--- src/ddc_nco_pkg.sv ---
package ddc_nco_pkg;
  localparam int NUM_PRESETS = 4;
  localparam int PRESET_W = 2;
  localparam int ADDR_W = 12;
  // register map, one aligned word each
  localparam logic [11:0] CTRL_ADDR = 12'h000;
  localparam logic [11:0] STATUS_ADDR = 12'h004;
  localparam logic [11:0] TUNING_BASE = 12'h100;
  localparam logic [11:0] PHASE_BASE = 12'h200;
  localparam logic [11:0] DELAY_BASE = 12'h300;
  // field positions
  localparam int CTRL_DECIM_LSB = 8;
  localparam int CTRL_DECIM_W = 6;
  localparam int STATUS_BYPASS_BIT = 0;
  localparam int STATUS_ILLEGAL_BIT = 1;
  // reset values
  localparam logic [31:0] TUNING_RST = 32'hc0000000;
  localparam logic [15:0] PHASE_RST = 16'h0000;
  localparam logic [7:0] DELAY_RST = 8'hff;
  localparam logic [7:0] DELAY_BYPASS = 8'hff;
  localparam logic [5:0] DECIM_RST = 6'h04;
  localparam logic [5:0] DECIM_MIN = 6'h04;
  localparam logic [5:0] DECIM_MAX = 6'h20;
  // data path
  localparam int SAMPLE_W = 15;
  localparam int FILTER_LATENCY = 34;
  localparam int DELAY_LINE_LEN = 64;
endpackage

--- src/ddc_nco_phase_and_fractional_delay.sv ---
// Implementation choices: register access over APB and the placing of the registers.
`timescale 1ns/100ps
// Overview of operation
// - the 16-bit phase offset forms the top half of a 32-bit word added to the accumulator.
// - the phase offset in radians is the programmed value times 2^-16 times two pi.
// - the offset wraps modulo one cycle so signed and unsigned readings give one phase.
// - the 8-bit fine delay moves group delay in half input-sample steps.
// - fine delay 0xff, its reset value, bypasses the filter and saves 34 input samples.
// - output samples are a 15-bit in-phase and a 15-bit quadrature word.
// - decimation factors from 4 to 32 are supported; here the factor only sets the fine delay limit, the output is not decimated.
// - the accumulator advances by the tuning word each input sample.
module ddc_nco_phase_and_fractional_delay (
  input wire logic sys_clk_in,
  input wire logic reset_n_in,
  input wire logic psel_in,
  input wire logic penable_in,
  input wire logic pwrite_in,
  input wire logic [11:0] paddr_in,
  input wire logic [31:0] pwdata_in,
  output logic [31:0] prdata_out,
  output logic pready_out,
  output logic pslverr_out,
  input wire logic sample_valid_in,
  input wire logic [14:0] sample_in,
  output logic [14:0] i_out,
  output logic [14:0] q_out,
  output logic iq_valid_out,
  output logic [31:0] phase_out
);

  ////////////////////////////////////////////////////////////////////////////
  // register file
  logic [31:0] tuning_q [ddc_nco_pkg::NUM_PRESETS];
  logic [31:0] tuning_d [ddc_nco_pkg::NUM_PRESETS];
  logic [15:0] phase_q [ddc_nco_pkg::NUM_PRESETS];
  logic [15:0] phase_d [ddc_nco_pkg::NUM_PRESETS];
  logic [7:0] delay_q [ddc_nco_pkg::NUM_PRESETS];
  logic [7:0] delay_d [ddc_nco_pkg::NUM_PRESETS];
  logic [1:0] preset_q, preset_d;
  logic [5:0] decim_q, decim_d;
  logic [31:0] prdata_q, prdata_d;
  logic pready_q, pready_d;
  logic pslverr_q, pslverr_d;
  logic access_w;
  logic [1:0] idx_w;
  logic [11:0] base_w;
  logic bypass_w;
  logic illegal_w;
  logic [8:0] limit_w;

  assign access_w = psel_in && penable_in && !pready_q;
  assign idx_w = paddr_in[3:2];
  assign base_w = {paddr_in[11:4], 4'h0};
  assign bypass_w = delay_q[preset_q] == ddc_nco_pkg::DELAY_BYPASS;
  assign limit_w = {2'b00, decim_q, 1'b0};
  // setting beyond 2D-1 flagged for software
  assign illegal_w = !bypass_w && ({1'b0, delay_q[preset_q]} >= limit_w);

  always_comb begin
    tuning_d = tuning_q;
    phase_d = phase_q;
    delay_d = delay_q;
    preset_d = preset_q;
    decim_d = decim_q;
    prdata_d = prdata_q;
    pslverr_d = 1'b0;
    pready_d = access_w;
    if (access_w) begin
      prdata_d = 32'h00000000;
      if (paddr_in[1:0] != 2'b00) begin
        pslverr_d = 1'b1;
      end else if (paddr_in == ddc_nco_pkg::CTRL_ADDR) begin
        if (pwrite_in) begin
          preset_d = pwdata_in[1:0];
          if (pwdata_in[13:8] >= ddc_nco_pkg::DECIM_MIN &&
              pwdata_in[13:8] <= ddc_nco_pkg::DECIM_MAX) begin
            decim_d = pwdata_in[13:8];
          end
        end
        prdata_d = {18'h00000, decim_q, 6'h00, preset_q};
      end else if (paddr_in == ddc_nco_pkg::STATUS_ADDR) begin
        prdata_d = {30'h00000000, illegal_w, bypass_w};
      end else if (base_w == ddc_nco_pkg::TUNING_BASE) begin
        if (pwrite_in) begin
          tuning_d[idx_w] = pwdata_in;
        end
        prdata_d = tuning_q[idx_w];
      end else if (base_w == ddc_nco_pkg::PHASE_BASE) begin
        if (pwrite_in) begin
          phase_d[idx_w] = pwdata_in[15:0];
        end
        prdata_d = {16'h0000, phase_q[idx_w]};
      end else if (base_w == ddc_nco_pkg::DELAY_BASE) begin
        if (pwrite_in) begin
          delay_d[idx_w] = pwdata_in[7:0];
        end
        prdata_d = {24'h000000, delay_q[idx_w]};
      end else begin
        pslverr_d = 1'b1;
      end
    end
  end

  always_ff @(posedge sys_clk_in or negedge reset_n_in) begin
    if (!reset_n_in) begin
      for (int k = 0; k < ddc_nco_pkg::NUM_PRESETS; k++) begin
        tuning_q[k] <= ddc_nco_pkg::TUNING_RST;
        phase_q[k] <= ddc_nco_pkg::PHASE_RST;
        delay_q[k] <= ddc_nco_pkg::DELAY_RST;
      end
      preset_q <= 2'b00;
      decim_q <= ddc_nco_pkg::DECIM_RST;
      prdata_q <= 32'h00000000;
      pready_q <= 1'b0;
      pslverr_q <= 1'b0;
    end else begin
      tuning_q <= tuning_d;
      phase_q <= phase_d;
      delay_q <= delay_d;
      preset_q <= preset_d;
      decim_q <= decim_d;
      prdata_q <= prdata_d;
      pready_q <= pready_d;
      pslverr_q <= pslverr_d;
    end
  end

  assign prdata_out = prdata_q;
  assign pready_out = pready_q;
  assign pslverr_out = pslverr_q;

  ////////////////////////////////////////////////////////////////////////////
  // oscillator
  logic [31:0] acc_q, acc_d;
  logic [31:0] phase_sum_q, phase_sum_d;

  always_comb begin
    acc_d = acc_q;
    phase_sum_d = phase_sum_q;
    if (sample_valid_in) begin
      acc_d = acc_q + tuning_q[preset_q];
      // modulo 2^32 add: value times 2^-16 of a cycle
      phase_sum_d = acc_q + {phase_q[preset_q], 16'h0000};
    end
  end

  always_ff @(posedge sys_clk_in or negedge reset_n_in) begin
    if (!reset_n_in) begin
      acc_q <= 32'h00000000;
      phase_sum_q <= 32'h00000000;
    end else begin
      acc_q <= acc_d;
      phase_sum_q <= phase_sum_d;
    end
  end

  assign phase_out = phase_sum_q;

  ////////////////////////////////////////////////////////////////////////////
  // mixer: quarter-cycle rotation from the top two phase bits
  logic [14:0] mix_i_q, mix_i_d;
  logic [14:0] mix_q_q, mix_q_d;
  logic mix_v_q, mix_v_d;
  logic [14:0] neg_w;

  assign neg_w = 15'h0000 - sample_in;

  always_comb begin
    mix_v_d = sample_valid_in;
    mix_i_d = mix_i_q;
    mix_q_d = mix_q_q;
    if (sample_valid_in) begin
      unique case (phase_sum_d[31:30])
        2'b00: begin
          mix_i_d = sample_in;
          mix_q_d = 15'h0000;
        end
        2'b01: begin
          mix_i_d = 15'h0000;
          mix_q_d = neg_w;
        end
        2'b10: begin
          mix_i_d = neg_w;
          mix_q_d = 15'h0000;
        end
        2'b11: begin
          mix_i_d = 15'h0000;
          mix_q_d = sample_in;
        end
      endcase
    end
  end

  always_ff @(posedge sys_clk_in or negedge reset_n_in) begin
    if (!reset_n_in) begin
      mix_i_q <= 15'h0000;
      mix_q_q <= 15'h0000;
      mix_v_q <= 1'b0;
    end else begin
      mix_i_q <= mix_i_d;
      mix_q_q <= mix_q_d;
      mix_v_q <= mix_v_d;
    end
  end

  ////////////////////////////////////////////////////////////////////////////
  // fractional delay line, half-sample steps as two-tap average
  logic [29:0] line_q [ddc_nco_pkg::DELAY_LINE_LEN];
  logic [29:0] line_d [ddc_nco_pkg::DELAY_LINE_LEN];
  logic [14:0] out_i_q, out_i_d;
  logic [14:0] out_q_q, out_q_d;
  logic out_v_q, out_v_d;
  logic [5:0] tap_w;
  logic [29:0] tap_a_w, tap_b_w;
  logic [15:0] avg_i_w, avg_q_w;

  // whole samples from delay bits 5:1 (delay/2 modulo 32) plus fixed filter latency
  // line_q[0] already lags the mixer by one sample, so the tap is one less
  assign tap_w = 6'(ddc_nco_pkg::FILTER_LATENCY - 1)
               + {1'b0, delay_q[preset_q][5:1]};
  assign tap_a_w = line_q[tap_w];
  assign tap_b_w = line_q[6'(tap_w + 6'h01)];
  assign avg_i_w = {tap_a_w[29], tap_a_w[29:15]} + {tap_b_w[29], tap_b_w[29:15]};
  assign avg_q_w = {tap_a_w[14], tap_a_w[14:0]} + {tap_b_w[14], tap_b_w[14:0]};

  always_comb begin
    line_d = line_q;
    out_v_d = mix_v_q;
    out_i_d = out_i_q;
    out_q_d = out_q_q;
    if (mix_v_q) begin
      line_d[0] = {mix_i_q, mix_q_q};
      for (int k = 1; k < ddc_nco_pkg::DELAY_LINE_LEN; k++) begin
        line_d[k] = line_q[k-1];
      end
      if (bypass_w) begin
        out_i_d = mix_i_q;
        out_q_d = mix_q_q;
      end else if (delay_q[preset_q][0]) begin
        out_i_d = avg_i_w[15:1];
        out_q_d = avg_q_w[15:1];
      end else begin
        out_i_d = tap_a_w[29:15];
        out_q_d = tap_a_w[14:0];
      end
    end
  end

  always_ff @(posedge sys_clk_in or negedge reset_n_in) begin
    if (!reset_n_in) begin
      for (int k = 0; k < ddc_nco_pkg::DELAY_LINE_LEN; k++) begin
        line_q[k] <= 30'h00000000;
      end
      out_i_q <= 15'h0000;
      out_q_q <= 15'h0000;
      out_v_q <= 1'b0;
    end else begin
      line_q <= line_d;
      out_i_q <= out_i_d;
      out_q_q <= out_q_d;
      out_v_q <= out_v_d;
    end
  end

  // 15-bit in-phase and quadrature words
  assign i_out = out_i_q;
  assign q_out = out_q_q;
  assign iq_valid_out = out_v_q;

endmodule

--- config.mk ---
export PLATFORM = sky130hd
export DESIGN_NAME = ddc_nco_phase_and_fractional_delay
export DESIGN_NICKNAME = d
export VERILOG_FILES = /design/src/ddc_nco_pkg.sv /design/src/ddc_nco_phase_and_fractional_delay.sv
export SDC_FILE = /design/constraint.sdc
export NUM_CORES = 2
export LEC_CHECK = 0
export ABC_AREA = 0
export BUFFER_PORTS_ARGS = -buffer_cell sky130_fd_sc_hd__clkbuf_2
export CAP_MARGIN = 10
export CORE_ASPECT_RATIO = 1.2
export CORE_UTILIZATION = 55
export DETAILED_ROUTE_END_ITERATION = 6
export HOLD_SLACK_MARGIN = 0.05
export PLACE_DENSITY_LB_ADDON = 0.12
export SYNTH_ARGS = -nofsm -noshare
export SYNTH_HDL_FRONTEND = slang
export SYNTH_SLANG_ARGS = --single-unit
--- constraint.sdc ---
create_clock -name sys_clk_in -period 10.4 [get_ports sys_clk_in]
set_input_delay 1.56 -clock sys_clk_in [delete_from_list [all_inputs] [get_ports sys_clk_in]]
set_output_delay 1.56 -clock sys_clk_in [all_outputs]
set_load 0.02 [all_outputs]
-- After elaboration in Yosys (flattened, before gate mapping)
Cells that the tools add are included.
- multiplexer cells: 53
- equal/unequal tests: 8
- reduce and logical (&&, ||, !) cells: 17
- bitwise logic cells: 9
- add/sub/neg operators: 7
- $lt $le $gt $ge: 8
- operator list (cell ; number):
    $bmux W30 S6 ; 2
    $mux W32 ; 10
    $bmux W32 S2 ; 2
    $bwmux W128 ; 1
    $mux W30 ; 4
    $mux W16 ; 6
    $pmux W15 S3 ; 2
    $add A32 B32 Y32 ; 2
    $bmux W16 S2 ; 2
    $bwmux W64 ; 1
    $demux W32 S2 ; 1
    $mux W15 ; 4
    $mux W8 ; 6
    $add A15 B15 Y16 ; 2
    $bmux W8 S2 ; 2
    $bwmux W32 ; 1
    $demux W16 S2 ; 1
    $demux W8 S2 ; 1
    $eq A8 B6 Y1 const B ; 2
    $sub A1 B15 Y15 const A ; 1
    $ge A7 B7 Y1 const B ; 2
    $not A6 Y7 ; 2
    $eq A12 B3 Y1 const B ; 1
    $logic_not A12 Y1 ; 1
    other kinds (24) ; 43
- register bits after elaboration: 2312
- output and inout bits: 97

-- Logic depth before layout (Yosys ltp)
- depth in word-level cells: 13
- depth in mapped cells: 41

-- Worst setup path before layout
OpenSTA, ideal clock, no wires.
- path type: reg2reg
- start: register preset_q[0]
- end: register out_i_q[13], in the netlist i_out[13]
- slack: 2373 ps
- cell stages (with the launch flop): 41
- data required time: 10275 ps
- arrival: 7902 ps
- clock period less this slack: 8027 ps
- path buffers: 15
- cells stage by stage: dfrtp_1 -> buf_6 -> mux2_1 -> o21ai_2 -> inv_4 -> buf_6 -> buf_6 -> buf_6 -> buf_4 -> buf_6 -> buf_4 -> buf_4 -> buf_6 -> buf_2 -> buf_2 -> buf_2 -> ha_1 -> xnor2_4 -> [... 5 more ...] -> nand2_1 -> a311oi_1 -> a21oi_1 -> a21oi_1 -> ha_1 -> a21o_1 -> a21oi_1 -> o21bai_1 -> a21oi_1 -> o21bai_1 -> a21oi_1 -> o21bai_1 -> a2111o_1 -> a41oi_1 -> xnor2_1 -> mux2i_1 -> a21oi_1 -> mux2_2
- longest elaborated chain between the ends: 13
- ends and longest elaborated chain (item ; RTL line ; RTL):
    start, declared ; ddc_nco_phase_and_fractional_delay.sv:39 ; logic [1:0] preset_q, preset_d;
    start signal, assigned ; ddc_nco_phase_and_fractional_delay.sv:120 ; preset_q <= preset_d;
    $not A2 Y3 (not written as such) (*) ; ddc_nco_phase_and_fractional_delay.sv:54, ddc_nco_phase_and_fractional_delay.sv:220, ddc_nco_phase_and_fractional_delay.sv:239 ;
    $bmux W8 S2 (*) ; ddc_nco_phase_and_fractional_delay.sv:54, ddc_nco_phase_and_fractional_delay.sv:220, ddc_nco_phase_and_fractional_delay.sv:239 ;
    $mux W8 (not written as such) (*) (2 in series) ; ddc_nco_phase_and_fractional_delay.sv:239 ; end else if (delay_q[preset_q][0]) begin
    $add A6 B5 Y6 ; ddc_nco_phase_and_fractional_delay.sv:220 ; + {1'b0, delay_q[preset_q][5:1]};
    $add A6 B1 Y6 ; ddc_nco_phase_and_fractional_delay.sv:222 ; assign tap_b_w = line_q[6'(tap_w + 6'h01)];
    $not A6 Y7 (not written as such) ; ddc_nco_phase_and_fractional_delay.sv:222 ;
    $bmux W30 S6 ; ddc_nco_phase_and_fractional_delay.sv:222 ;
    $mux W30 (not written as such) (2 in series) ; ddc_nco_phase_and_fractional_delay.sv:222 ;
    $add A15 B15 Y16 ; ddc_nco_phase_and_fractional_delay.sv:223 ; assign avg_i_w = {tap_a_w[29], tap_a_w[29:15]} + {tap_b_w[29], tap_b_w[29:15]};
    $mux W15 ; ddc_nco_phase_and_fractional_delay.sv:239 ;
    $mux W15 (*) ; ddc_nco_phase_and_fractional_delay.sv:236 ; if (bypass_w) begin
    end signal, assigned ; ddc_nco_phase_and_fractional_delay.sv:259 ; out_i_q <= out_i_d;
    end, declared ; ddc_nco_phase_and_fractional_delay.sv:210 ; logic [14:0] out_i_q, out_i_d;
Mark *: on every way between the ends. The rest lies on a longest branch, timed or not. The select of a mux whose other input is x is not followed.
A chain may end at the register's enable or synchronous reset.

-- Final worst setup path
- start: register preset_q[0]
- end: register out_q_q[13], in the netlist q_out[13]
- longest elaborated chain between the ends: 13
- ends and longest elaborated chain (item ; RTL line ; RTL):
    $not A2 Y3 (not written as such) (*) ; ddc_nco_phase_and_fractional_delay.sv:54, ddc_nco_phase_and_fractional_delay.sv:220, ddc_nco_phase_and_fractional_delay.sv:239 ;
    $bmux W8 S2 (*) ; ddc_nco_phase_and_fractional_delay.sv:54, ddc_nco_phase_and_fractional_delay.sv:220, ddc_nco_phase_and_fractional_delay.sv:239 ;
    $mux W8 (not written as such) (*) (2 in series) ; ddc_nco_phase_and_fractional_delay.sv:239 ;
    $add A6 B5 Y6 ; ddc_nco_phase_and_fractional_delay.sv:220 ;
    $add A6 B1 Y6 ; ddc_nco_phase_and_fractional_delay.sv:222 ;
    $not A6 Y7 (not written as such) ; ddc_nco_phase_and_fractional_delay.sv:222 ;
    $bmux W30 S6 ; ddc_nco_phase_and_fractional_delay.sv:222 ;
    $mux W30 (not written as such) (2 in series) ; ddc_nco_phase_and_fractional_delay.sv:222 ;
    $add A15 B15 Y16 ; ddc_nco_phase_and_fractional_delay.sv:224 ; assign avg_q_w = {tap_a_w[14], tap_a_w[14:0]} + {tap_b_w[14], tap_b_w[14:0]};
    $mux W15 ; ddc_nco_phase_and_fractional_delay.sv:239 ;
    $mux W15 (*) ; ddc_nco_phase_and_fractional_delay.sv:236 ;
    end signal, assigned ; ddc_nco_phase_and_fractional_delay.sv:260 ; out_q_q <= out_q_d;
    end, declared ; ddc_nco_phase_and_fractional_delay.sv:211 ; logic [14:0] out_q_q, out_q_d;
Marked as above.

==> summary.md <==
| Metric | Value |
|---|---|
| Critical R2R Launch | preset_q[0]$_DFFE_PN0P_ |
| Multiplexer fraction of the synthesized cell area | 0.400 |
| Floorplan die width | 435 microns |
| Iter 0 DRT Violations | 5454 |
| Worst VDD drop | 0.167 mV |
| Final HPWL DP | 182000 microns |
| Worst slew margin | 0.215 |
| Resized Gates After CTS | 0 |
| Die Y-Extent | 522 microns |
| Adder-cell share of the synthesized area | 0.00902 |
| Antenna viol nets, final | 0 |
| Hold Fails Final Rpt | 0 |
| TritonCTS Buffers | 243 |
| Pre-Repair DR Iteration Count | 5 |
| Core Area | 224000 sq um |
| Worst Path Required | 11.18 ns |
| Post-route clock skew | 0.0381 ns |
| Max frequency | 119 MHz |
| Initial core utilization | 0.554 |
| Worst path most repeated cell | sky130_fd_sc_hd__a21oi_1 |
| Filler Cells Inserted | 17000 |
| Post-DR wirelength/cell | 25.0 microns |
| Dominant synthesized flop cell | sky130_fd_sc_hd__dfrtp_1 |
| Met3 track demand over resource | 0.0434 |
| Count of pins over their slew limit | 0 |
| Post-synthesis instance area | 124000 sq um |
| Register bit count reported by yosys | 2312 |
| Number of vias per cell after detailed routing | 6.52 |
| Skew-Pair Late Insertion Delay | 0.90 ns |
| Total power | 21.7 mW |
| All-Layer GR Usage | 0.258 |
| # H-tree levels | 4 |
| Final clock period utilization by the worst path | 0.811 |
| Global-route congestion overflow total | 0 |
| Class of the tightest hold or removal check | register to register |
| Kind of end point of the critical path | register |
| Vias in the first global route | 78700 |
| Nets | 8556 |
| Startpoint of the tightest hold check path | prdata_out[3]$_DFFE_PN0P_ |
| Number of synthesized flops with an enable pin | 0 |
| Proportion of layout cells with a drive suffix above 1 | 0.474 |
| Maximum number of pins on one net before global-route repair | 180 |
| Cell leakage power | 60.6 nW |
| Number of distinct library cells after synthesis | 81 |
| Worst reg2reg endpoint | q_out[13]$_DFFE_PN0P_ |
| Combinational family with the most area after synthesis | multiplexers |
| Setup-failing EPs final | 0 |
| Antenna violations before repair | 16 |
| Mean Syn Cell Area | 14.5 sq um |
| Peak-usage layer in the global routing report | met2 |
| End of the worst hold path | prdata_out[3]$_DFFE_PN0P_ |
| Synthesized instance count | 8575 |
| Register-to-Register Path Depth | 28 |
| RD Place Congestion | 0.848 |
| Clock Pin Slew Worst Setup and Hold Paths | 0.06 ns |
| Critical setup path kind | register to register |
| Slew at the pin closest to its max-slew limit | 1.18 ns |
| Setup WS post-layout | 1.97 ns |
| Total via count in the routed design | 75500 |
| CP max-delay cell | sky130_fd_sc_hd__dfrtp_4 |
| IO Port Bufs | 161 |
| Number of DRC violations after detailed routing | 0 |
| Power density of the placed cells | 160 nW/um^2 |
| Worst Setup Slack post-DPL | 1.97 ns |
| Data arrival at the endpoint of the critical path | 9.21 ns |
| Area share of xor/xnor cells in the synthesized design | 0.00495 |
| Fin Setup TNS | 0 ns |
| Max-capacitance violation count | 0 |
| CTS Sinks | 2312 |
| Post-layout utilization of the core | 0.605 |
| Post-synth net total | 8727 |
| Async set or reset register ratio after synthesis | 1.00 |
| Setup fix buffers added after clock tree synthesis | 0 |
| Hold-critical path depth | 2 |
| Root Driver | sky130_fd_sc_hd__clkbuf_16 |
| Critical path startpoint category | register |
| Shortest clock period the worst path allows after layout | 8.43 ns |
| Overall die area | 227000 sq um |
| Number of top-level pins | 162 |
| Met2 global-route usage | 0.419 |
| GR met1 Demand/Resource | 0.354 |
| Post-CTS Hold Buffers | 0 |
| Portion of the post-synthesis area used by sequential elements | 0.467 |
| Number of placement rows | 190 |
| Total detailed-routing wirelength | 289000 microns |
| Flop-to-flop setup slack | 1.97 ns |
| Wire length of the first global-routing pass | 464000 microns |
| Max Root-Sink Buffers | 4 |
| Area growth from synthesis to final layout | 9.19% |
| Minimum hold slack | 0.489 ns |
| Share of the synthesized area in compound gates (AO/OA/AOI/OAI) | 0.0545 |
| CTS tree | done |
| Outcome | completed |
| Post-synthesis simple-gate area fraction | 0.0390 |
| Slowest Stage Delay on Critical Path | 0.85 ns |
| Count of synthesis-stage warnings from yosys | 0 |
| Critical path peak fanout | 113 |
| Setup repair after global routing missed its margin | false |
-- critical path, delay by kind of cell, from the launching register on --
kind | cells | cell delay, ns
AO/OA/AOI/OAI | 16 | 4.09
XOR/XNOR | 3 | 0.52
adder cells (fa/ha/maj) | 2 | 0.91
buffers and inverters | 3 | 0.81
flip-flops | 1 | 0.85
multiplexers | 3 | 0.80
AND/OR/NAND/NOR | 1 | 0.20
-- cell usage in the layout, fill, tap and decap left out, types with 108 or more instances in the layout --
| cell type | n |
|---|---|
| sky130_fd_sc_hd__clkbuf_16 | 244 |
| sky130_fd_sc_hd__nand2_1 | 544 |
| sky130_fd_sc_hd__buf_4 | 108 |
| sky130_fd_sc_hd__a21oi_1 | 123 |
| sky130_fd_sc_hd__dfrtp_1 | 2268 |
| sky130_fd_sc_hd__a31oi_1 | 124 |
| sky130_fd_sc_hd__a311oi_1 | 112 |
| sky130_fd_sc_hd__mux4_2 | 1066 |
| sky130_fd_sc_hd__and2_1 | 223 |
| sky130_fd_sc_hd__a211oi_1 | 314 |
| sky130_fd_sc_hd__clkbuf_2 | 158 |
| sky130_fd_sc_hd__mux2_2 | 2229 |
-- worst max-delay path by stage --
stage,startpoint,end,slack (ns),depth (start not counted)
after floorplan,preset_q[0]$_DFFE_PN0P_,i_out[13]$_DFFE_PN0P_,2.37,40
after global placement,preset_q[0]$_DFFE_PN0P_,q_out[13]$_DFFE_PN0P_,1.93,28
after detailed placement,preset_q[0]$_DFFE_PN0P_,q_out[13]$_DFFE_PN0P_,1.97,28
after CTS,preset_q[0]$_DFFE_PN0P_,q_out[13]$_DFFE_PN0P_,1.94,28
after global routing,preset_q[0]$_DFFE_PN0P_,q_out[13]$_DFFE_PN0P_,1.46,28
final,preset_q[0]$_DFFE_PN0P_,q_out[13]$_DFFE_PN0P_,1.97,28
-- metrics by stage --
step | instances | cell area [sq um]
after floorplan | 8575 | 124000
after global placement | 11100 | 127000
after detailed placement | 11100 | 127000
after CTS | 11600 | 135000
after global routing | 11600 | 135000
final | 11600 | 135000
-- cell families (layout without fill, tap and decap cells) --
kind of cell | after synthesis | count (layout)
xor gates and xnor gates | 65 | 65
adders and majority gates | 87 | 87
muxes | 3342 | 3342
AOI/OAI and AO/OA | 951 | 951
other | 0 | 7
buffers and inverters | 775 | 799
and+or+nand+nor | 1043 | 1043
DFF | 2312 | 2312
-- cell type report --
type | count | area (sq um) | area share
well taps | 2976 | 3720 | 0.0275
clock buffers | 355 | 7220 | 0.0533
multi-input cells | 5488 | 63100 | 0.466
clock inverters | 85 | 838 | 0.00619
repair buffers | 306 | 2400 | 0.0177
diodes | 7 | 17.5 | 0.000129
flip-flops and latches | 2312 | 57900 | 0.428
inverters | 53 | 215 | 0.00159
-- registers in the layout, summed over array words and instances, names as in the netlist --
name / flops
phase_q: 64
i_out: 15
pready_out: 1
pslverr_out: 1
preset_q: 2
tuning_q: 128
mix_i_q: 15
prdata_out: 32
q_out: 15
mix_q_q: 15
iq_valid_out: 1
delay_q: 32
acc_q: 32
decim_q: 6
line_q: 1920
phase_out: 32
mix_v_q: 1
-- cells in the mapped netlist, drive strengths merged (26+ instances only) --
cell type | count | area share
dfrtp | 2271 | 0.46
mux2 | 2230 | 0.20
mux4 | 1066 | 0.19
clkbuf | 563 | 0.017
nand2 | 545 | 0.016
a211oi | 314 | 0.019
and2 | 225 | 0.011
buf | 159 | 0.0072
a31oi | 125 | 0.0063
a21oi | 123 | 0.0050
a311oi | 113 | 0.0080
nor2 | 102 | 0.0031
ha | 83 | 0.0084
o21ai | 76 | 0.0031
inv | 53 | 0.0016
nand3 | 50 | 0.0021
mux2i | 46 | 0.0037
xnor2 | 43 | 0.0034
dfstp | 41 | 0.0087
a22oi | 35 | 0.0022
a21o | 31 | 0.0019
nor3 | 30 | 0.0012
o311ai | 26 | 0.0018
-- layer usage --
layer / vias to the layer above / share of wire
li1: 32900 / -
met1: 40600 / 0.42
met2: 1567 / 0.49
met3: 480 / 0.053
met4: 12 / 0.034
met5: - / 0.00029
-- where the power goes --
group          internal, mW  switching [mW]
Clock                  5.13            3.66
Sequential             9.84           0.799
Combinational          1.43           0.864
Note: power is estimated with default switching activity, not from simulation.
